### src/adcc_pkg.sv
// Function
// - first result after 5129 cycles, plus 40 powering
// - clear conversion-active flag at first result
// - later results every 256 cycles
// - 11-bit result split high[7:0], low[7:5]
// - interrupt request on every completed conversion
// - clearing continuous-select stops new conversions
// - no interrupt request while converter disabled
// - disabling keeps pending interrupt status
// - calibration: three bytes per reference, nine total
package adcc_pkg;
  localparam int ADDR_W = 4;
  localparam int DATA_W = 8;
  localparam int RES_W = 11;
  localparam int CNT_W = 13;
  localparam int FIRST_CYC = 5129;
  localparam int PWRUP_CYC = 40;
  localparam int NEXT_CYC = 256;
  localparam int CAL_REFS = 3;
  localparam int CAL_PER_REF = 3;
  localparam int CAL_BYTES = CAL_REFS * CAL_PER_REF;
  localparam logic [ADDR_W-1:0] OFS_CTRL = 4'h0;
  localparam logic [ADDR_W-1:0] OFS_RES_HI = 4'h1;
  localparam logic [ADDR_W-1:0] OFS_RES_LO = 4'h2;
  localparam logic [ADDR_W-1:0] OFS_STAT = 4'h3;
  localparam logic [ADDR_W-1:0] OFS_MASK = 4'h4;
  localparam logic [ADDR_W-1:0] OFS_CAL = 4'h7;
  localparam int CTRL_EN = 7;
  localparam int CTRL_ACTIVE = 6;
  localparam int CTRL_CONTINUOUS_SELECT = 5;
  localparam int CTRL_POWERED = 1;
  localparam int CTRL_BUSY = 0;
  localparam int STAT_DONE = 0;
  localparam int STAT_FIRST = 1;
  localparam int LO_SHIFT = 5;
  localparam logic [DATA_W-1:0] CTRL_RST = 8'h00;
  localparam logic [1:0] STAT_RST = 2'h0;
  localparam logic [1:0] MASK_RST = 2'h0;
  typedef struct packed {
    logic [ADDR_W-1:0] addr;
    logic [DATA_W-1:0] wdata;
    logic wr;
    logic rd;
  } adcc_bus_req_t;
  typedef enum logic [1:0] {S_IDLE, S_PWRUP, S_FIRST, S_NEXT} adcc_state_t;
endpackage

### src/adcc_top.sv
// Decided for this implementation: the register offsets and the plain strobed port.
`timescale 1ns/1ps
module adcc_top #(
  parameter int FIRST_CYCLES = 5129,
  // calibration bytes, arbitrary neutral values: per reference offset, gain hi, gain lo
  parameter logic [71:0] CAL_DATA = 72'h00_80_00_00_80_00_00_80_00
) (
  input wire logic clk,
  input wire logic rst_n,
  input wire adcc_pkg::adcc_bus_req_t bus,
  input wire logic [adcc_pkg::RES_W-1:0] sample_in,
  output logic [adcc_pkg::DATA_W-1:0] rd_data,
  output logic irq,
  output logic irq_req,
  output logic conv_power_on
);
  import adcc_pkg::*;

  logic rst_meta_ff;
  logic rst_sync_ff;

  // reset released through two flops, asserted at once
  always_ff @(posedge clk or negedge rst_n) begin
    if (!rst_n) begin
      rst_meta_ff <= 1'b0;
      rst_sync_ff <= 1'b0;
    end else begin
      rst_meta_ff <= 1'b1;
      rst_sync_ff <= rst_meta_ff;
    end
  end

  logic rst_i_n;
  assign rst_i_n = rst_sync_ff;

  adcc_state_t st_ff, nxt_st;
  logic [CNT_W-1:0] cnt_ff, nxt_cnt;
  logic en_ff, nxt_en;
  logic active_ff, nxt_active;
  logic continuous_select_ff, nxt_continuous_select;
  logic powered_ff, nxt_powered;
  logic done;
  logic done_first;

  logic wr_ctrl;
  assign wr_ctrl = bus.wr && (bus.addr == OFS_CTRL);

  always_comb begin
    nxt_st = st_ff;
    nxt_cnt = cnt_ff;
    nxt_en = en_ff;
    nxt_continuous_select = continuous_select_ff;
    nxt_active = active_ff;
    nxt_powered = powered_ff;
    done = 1'b0;
    done_first = 1'b0;
    if (wr_ctrl) begin
      nxt_en = bus.wdata[CTRL_EN];
      nxt_continuous_select = bus.wdata[CTRL_CONTINUOUS_SELECT];
      // launch only from idle; a running sequence ignores the written flag, which stays high until the first result
      if (st_ff == S_IDLE) begin
        nxt_active = bus.wdata[CTRL_ACTIVE];
      end
    end
    case (st_ff)
      S_IDLE: begin
        if (en_ff && active_ff) begin
          if (powered_ff) begin
            nxt_st = S_FIRST;
            nxt_cnt = CNT_W'(FIRST_CYCLES - 1);
          end else begin
            nxt_st = S_PWRUP;
            nxt_cnt = CNT_W'(PWRUP_CYC - 1);
          end
        end
      end
      S_PWRUP: begin
        if (cnt_ff == '0) begin
          nxt_powered = 1'b1;
          nxt_st = S_FIRST;
          nxt_cnt = CNT_W'(FIRST_CYCLES - 1);
        end else begin
          nxt_cnt = cnt_ff - 1'b1;
        end
      end
      S_FIRST: begin
        if (cnt_ff == '0) begin
          done = 1'b1;
          done_first = 1'b1;
          nxt_active = 1'b0;
          // continuous-select is sampled here: cleared means stop
          nxt_st = continuous_select_ff ? S_NEXT : S_IDLE;
          nxt_cnt = CNT_W'(NEXT_CYC - 1);
        end else begin
          nxt_cnt = cnt_ff - 1'b1;
        end
      end
      S_NEXT: begin
        if (cnt_ff == '0) begin
          done = 1'b1;
          nxt_st = continuous_select_ff ? S_NEXT : S_IDLE;
          nxt_cnt = CNT_W'(NEXT_CYC - 1);
        end else begin
          nxt_cnt = cnt_ff - 1'b1;
        end
      end
      default: begin
        nxt_st = S_IDLE;
      end
    endcase
    // disable aborts without a result, so no request can follow
    if (!en_ff) begin
      nxt_st = S_IDLE;
      nxt_powered = 1'b0;
      done = 1'b0;
      done_first = 1'b0;
    end
  end

  always_ff @(posedge clk or negedge rst_i_n) begin
    if (!rst_i_n) begin
      st_ff <= S_IDLE;
      cnt_ff <= '0;
      en_ff <= CTRL_RST[CTRL_EN];
      continuous_select_ff <= CTRL_RST[CTRL_CONTINUOUS_SELECT];
      active_ff <= CTRL_RST[CTRL_ACTIVE];
      powered_ff <= 1'b0;
    end else begin
      st_ff <= nxt_st;
      cnt_ff <= nxt_cnt;
      en_ff <= nxt_en;
      continuous_select_ff <= nxt_continuous_select;
      active_ff <= nxt_active;
      powered_ff <= nxt_powered;
    end
  end

  logic [DATA_W-1:0] res_hi_ff, nxt_res_hi;
  logic [DATA_W-1:0] res_lo_ff, nxt_res_lo;
  logic [1:0] stat_ff, nxt_stat;
  logic [1:0] mask_ff, nxt_mask;
  logic irq_ff, nxt_irq;
  logic irq_req_ff, nxt_irq_req;
  logic pwr_ff, nxt_pwr;
  logic [DATA_W-1:0] rd_data_ff, nxt_rd_data;
  logic [CAL_BYTES*DATA_W-1:0] cal_mem;
  logic [3:0] cal_idx;

  // byte 0 of each reference is offset, then two gain bytes
  assign cal_mem = CAL_DATA;
  // nine bytes from the cal base up to the top of the 4-bit map
  assign cal_idx = bus.addr - OFS_CAL;

  always_comb begin
    nxt_res_hi = res_hi_ff;
    nxt_res_lo = res_lo_ff;
    nxt_stat = stat_ff;
    nxt_mask = mask_ff;
    nxt_rd_data = '0;
    if (done) begin
      nxt_res_hi = sample_in[RES_W-1:RES_W-DATA_W];
      nxt_res_lo = {sample_in[RES_W-DATA_W-1:0], 5'h00};
    end
    if (bus.wr && bus.addr == OFS_STAT) begin
      nxt_stat = stat_ff & ~bus.wdata[1:0];
    end
    if (bus.wr && bus.addr == OFS_MASK) begin
      nxt_mask = bus.wdata[1:0];
    end
    // set after clear so a same-cycle event survives; disable never clears
    if (done) begin
      nxt_stat[STAT_DONE] = 1'b1;
    end
    if (done_first) begin
      nxt_stat[STAT_FIRST] = 1'b1;
    end
    nxt_irq = |(nxt_stat & nxt_mask);
    nxt_irq_req = done;
    nxt_pwr = nxt_en;
    if (bus.rd) begin
      case (bus.addr)
        OFS_CTRL: begin
          nxt_rd_data[CTRL_EN] = en_ff;
          nxt_rd_data[CTRL_ACTIVE] = active_ff;
          nxt_rd_data[CTRL_CONTINUOUS_SELECT] = continuous_select_ff;
          nxt_rd_data[CTRL_POWERED] = powered_ff;
          nxt_rd_data[CTRL_BUSY] = (st_ff != S_IDLE);
        end
        OFS_RES_HI: begin
          nxt_rd_data = res_hi_ff;
        end
        OFS_RES_LO: begin
          nxt_rd_data = res_lo_ff;
        end
        OFS_STAT: begin
          nxt_rd_data = {6'h00, stat_ff};
        end
        OFS_MASK: begin
          nxt_rd_data = {6'h00, mask_ff};
        end
        default: begin
          if (bus.addr >= OFS_CAL) begin
            nxt_rd_data = cal_mem[cal_idx*DATA_W +: DATA_W];
          end
        end
      endcase
    end
  end

  always_ff @(posedge clk or negedge rst_i_n) begin
    if (!rst_i_n) begin
      res_hi_ff <= '0;
      res_lo_ff <= '0;
      stat_ff <= STAT_RST;
      mask_ff <= MASK_RST;
      irq_ff <= 1'b0;
      irq_req_ff <= 1'b0;
      pwr_ff <= 1'b0;
      rd_data_ff <= '0;
    end else begin
      res_hi_ff <= nxt_res_hi;
      res_lo_ff <= nxt_res_lo;
      stat_ff <= nxt_stat;
      mask_ff <= nxt_mask;
      irq_ff <= nxt_irq;
      irq_req_ff <= nxt_irq_req;
      pwr_ff <= nxt_pwr;
      rd_data_ff <= nxt_rd_data;
    end
  end

  assign rd_data = rd_data_ff;
  assign irq = irq_ff;
  assign irq_req = irq_req_ff;
  assign conv_power_on = pwr_ff;

  // dwell counter for checking the conversion intervals
  logic [CNT_W-1:0] dwell_ff;
  always_ff @(posedge clk or negedge rst_i_n) begin
    if (!rst_i_n) begin
      dwell_ff <= '0;
    end else begin
      dwell_ff <= (nxt_st != st_ff || done) ? '0 : dwell_ff + 1'b1;
    end
  end
endmodule

### config.mk
export PLATFORM = sky130hd
export DESIGN_NAME = adcc_top
export DESIGN_NICKNAME = d
export VERILOG_FILES = /design/src/adcc_pkg.sv /design/src/adcc_top.sv
export SDC_FILE = /design/constraint.sdc
export NUM_CORES = 1
export LEC_CHECK = 0
export CAP_MARGIN = 20
export CORE_ASPECT_RATIO = 0.8
export CORE_MARGIN = 2
export CORE_UTILIZATION = 40
export CTS_CLUSTER_DIAMETER = 30
export DETAILED_ROUTE_END_ITERATION = 10
export DONT_BUFFER_PORTS = 1
export PLACE_DENSITY_LB_ADDON = 0.2
export SETUP_SLACK_MARGIN = 0.05
export SYNTH_ARGS = -nofsm -noshare
export SYNTH_HDL_FRONTEND = slang
export SYNTH_SLANG_ARGS = --single-unit
### constraint.sdc
create_clock -name clk -period 2.1 [get_ports clk]
set_clock_uncertainty 0.15 [all_clocks]
set_input_delay 0.21 -clock clk [delete_from_list [all_inputs] [get_ports clk]]
set_output_delay 0.21 -clock clk [all_outputs]
set_load 0.01 [all_outputs]
==> results.yml <==
status:
  outcome: "completed"
die:
  io-pin-count: 38
  fp.coreArea_um2: 5880
  fp.dieArea_um2: 6700
  initial_core_util_pct: 41.2
  rows: 25
  die_y_um: 73.6
  die_w_um: 91.0
critical_path:
  start_kind: "register"
  cp.arrival_ns: 1.99
  r2r_start: "conv_power_on"
  worstPathRequired_ns: 2.13
  path_max_fanout: 8
  ff2ff_setup_slack_ns: 0.15
  cp_slowest_stage_delay_ns: 0.55
  worstReg2RegEnd: "rd_data[7]"
  rr_worst_depth: 4
  path_cells: "a222oi_1 -> nor3_1 -> o21a_1 -> dlygate4sd3_1"
  endpoint: "rd_data[7]"
  critPathLaunch: "conv_power_on"
  end_kind: "register"
  cpMaxStageDelayCell: "dlygate4sd3_1"
  worstSetupPathType: "register to register"
cells_and_area:
  drive_gt1_share_pct: 22.7
  syn2layout_area_growth_pct: 23.3
  fillers: 565
  antenna_cells: 0
  final_nets: 286
routing:
  drt_iter0_markers: 96
  drc_errors: 0
  wl_per_cell_um: 15.8
  ant_nets: 0
  viasPerCell: 5.39
  wl_um: 5320
  firstDrtPassIters: 4
  vias: 1810
global_routing:
  overflow: 0
  gr-usage-all-layers_pct: 16.9
  grt_max_degree: 28
  grt_pass1_vias: 1769
  antenna_found_initial: 0
  grt_pass1_wl_um: 8870
power:
  switching_share_pct: 36.1
  pwr-share-clk_pct: 21.0
  switchingPower_mw: 1.14
  pwr-share-seq_pct: 38.5
  power.internal_mw: 2.02
  p_leak_nw: 1.36
  p_per_area_nw_per_um2: 1060
  combPwrFrac_pct: 40.5
  total_power_mw: 3.16
  ir_drop_mv: 0.521
cts:
  clock_tree.root_cell: "clkbuf_8"
  cts_tree: "done"
  clk_latency_ns: 0.30
  path_clk_slew_ns: 0.09
  cts.sinks: 46
  htree_levels: 2
  clockBufferDepth: 2
  cts_buffers: 5
timing:
  finalSetupTns_ns: 0
  period_minus_slack_ns: 1.95
  drv_slew: 0
  timing.fmax_mhz: 512
  fin_crit_sh_pct: 93.1
  final-hold-violation-count: 0
  rsz0062_at_grt: "no"
  setup_viol: 0
yosys:
  syn_avg_cell_area_um2: 11.2
  ys_types: 61
  synth_edf_count: 0
  synth-async-reset-ratio_pct: 100
  ys.flop_type: "dfrtp_1"
  synth_seq_area_share_pct: 47.5
  yosysWarningCount: 0
  synthesis.nets: 249
  synthCells: 217
  yosys_register_bits: 46
  syn_area_um2: 2420
place:
  port_buffers: 0
  dp_hpwl_um: 3690
  gp_congestion: 0.811
min_path:
  whs_path_depth: 4
  min_from: "bus[13]"
  min_path_type: "primary input to register"
run:
  drv_cap: 0
Yosys cell counts (4+ instances only):
library cell / instances / share of area [%]
dfrtp_1: 46 / 48
inv_1: 17 / 2.6
a21oi_1: 10 / 2.1
mux2_4: 9 / 5.6
nand2_1: 9 / 1.4
nor2_1: 9 / 1.4
nor3_1: 8 / 1.7
o21ai_0: 7 / 1.4
a31oi_1: 6 / 1.5
clkbuf_1: 6 / 0.93
a222oi_1: 5 / 2.1
ha_1: 5 / 2.6
nand3_1: 5 / 1.0
o21a_1: 5 / 1.5
and2_1: 4 / 1.0
mux2i_1: 4 / 1.7
final cells by class:
type	instances	area [µm²]	area share [%]
clock buffer	5	68.8	2.30
clock inverter	3	45.0	1.51
inverter	17	63.8	2.14
multi-input combinational	143	1170	39.1
sequential	46	1150	38.6
tap	81	101	3.39
timing repair buffer	41	388	13.0
routing by layer:
metal | up-vias | global-route usage, % | part of all wire [%] | routed length [µm]
met2 | 41 | 24.1 | 43 | 2270
met4 | 0 | 4.55 | 0.66 | 35
met1 | 889 | 26.0 | 52 | 2770
li1 | 878 | - | - | -
met3 | 2 | 3.18 | 4.5 | 240
met5 | - | 0 | 0 | 0
cell families (layout without fill, tap and decap cells):
group | count (synthesis) | count (layout) | synth area share [%]
simple gates | 59 | 59 | 16.6
flops | 46 | 46 | 47.5
xor+xnor | 3 | 3 | 1.08
mux | 16 | 16 | 8.63
buf+inv | 28 | 66 | 5.11
fa+ha+maj | 5 | 5 | 2.58
other cells | 1 | 1 | 0.155
compound gates | 59 | 59 | 18.3
power by group through the flow:
stage / registers (mW) / logic (mW) / clock network [mW]
after floorplan: 1.18 / 0.862 / 0
after global placement: 1.23 / 1.14 / 0
after detailed placement: 1.23 / 1.15 / 0
after CTS: 1.22 / 1.19 / 0.683
after global routing: 1.25 / 1.41 / 0.714
final: 1.22 / 1.28 / 0.664
through the flow:
step	setup slack [ns]	hold slack, ns	std cells	cell area (µm²)	utilization (%)
floorplan	0.127	-0.236	217	2420	-
global placement	0.0852	-0.236	301	2590	44.1
detailed placement	0.0542	-0.236	301	2590	44.1
CTS	0.117	0.0287	332	2940	49.9
global route	0.0543	0.0589	336	2990	50.8
finish	0.146	0.0348	336	2990	50.8
flip-flops by register name, indices dropped and copies added, names as in the netlist, 2 cells and up:
register / count
stat_ff: 2
st_ff: 2
cnt_ff: 13
mask_ff: 2
res_hi_ff: 8
res_lo_ff: 3
rd_data: 8
critical path: cells and delay by family, from the launching register on:
kind	cells	cell delay, ns
AO/OA/AOI/OAI	2	0.59
buffers and inverters	1	0.55
flip-flops	1	0.48
AND/OR/NAND/NOR	1	0.08
cells in the final DEF, fill, tap and decap left out, drive strengths merged, types with 3 or more instances in the layout:
| cell type | netlist | routed |
|---|---|---|
| and2 | 4 | 4 |
| nand4 | 4 | 4 |
| clkbuf | 6 | 5 |
| a21oi | 10 | 10 |
| ha | 5 | 5 |
| nor4 | 4 | 4 |
| xor2 | 3 | 3 |
| dlygate4sd3 | 0 | 22 |
| a31oi | 7 | 7 |
| a2bb2oi | 3 | 3 |
| o21a | 5 | 5 |
| a222oi | 5 | 5 |
| nor3 | 8 | 8 |
| dfrtp | 46 | 46 |
| o21ai | 8 | 8 |
| mux2i | 4 | 4 |
| mux2 | 12 | 12 |
| nand2 | 9 | 9 |
| buf | 5 | 19 |
| nand3 | 6 | 6 |
| nor2 | 9 | 9 |
| inv | 17 | 17 |
worst min-delay path by stage:
stage | end | slack [ns]
after global placement | rst_i_n | -0.24
after floorplan | rst_i_n | -0.24
after detailed placement | rst_meta_ff | -0.24
after global routing | stat_ff[1] | 0.06
final | stat_ff[1] | 0.03
after CTS | stat_ff[0] | 0.03
timing repair:
item | 4_1_cts | 5_1_grt
resized for setup | 0 | 5
pin swaps | 0 | 3
buffers inserted | 1 | 4
hold buffers | 22 | 0
setup endpoints to repair | 3 | 23
endpoints found under the hold margin | 26 | 0
Note: power is estimated with default switching activity, not from simulation.
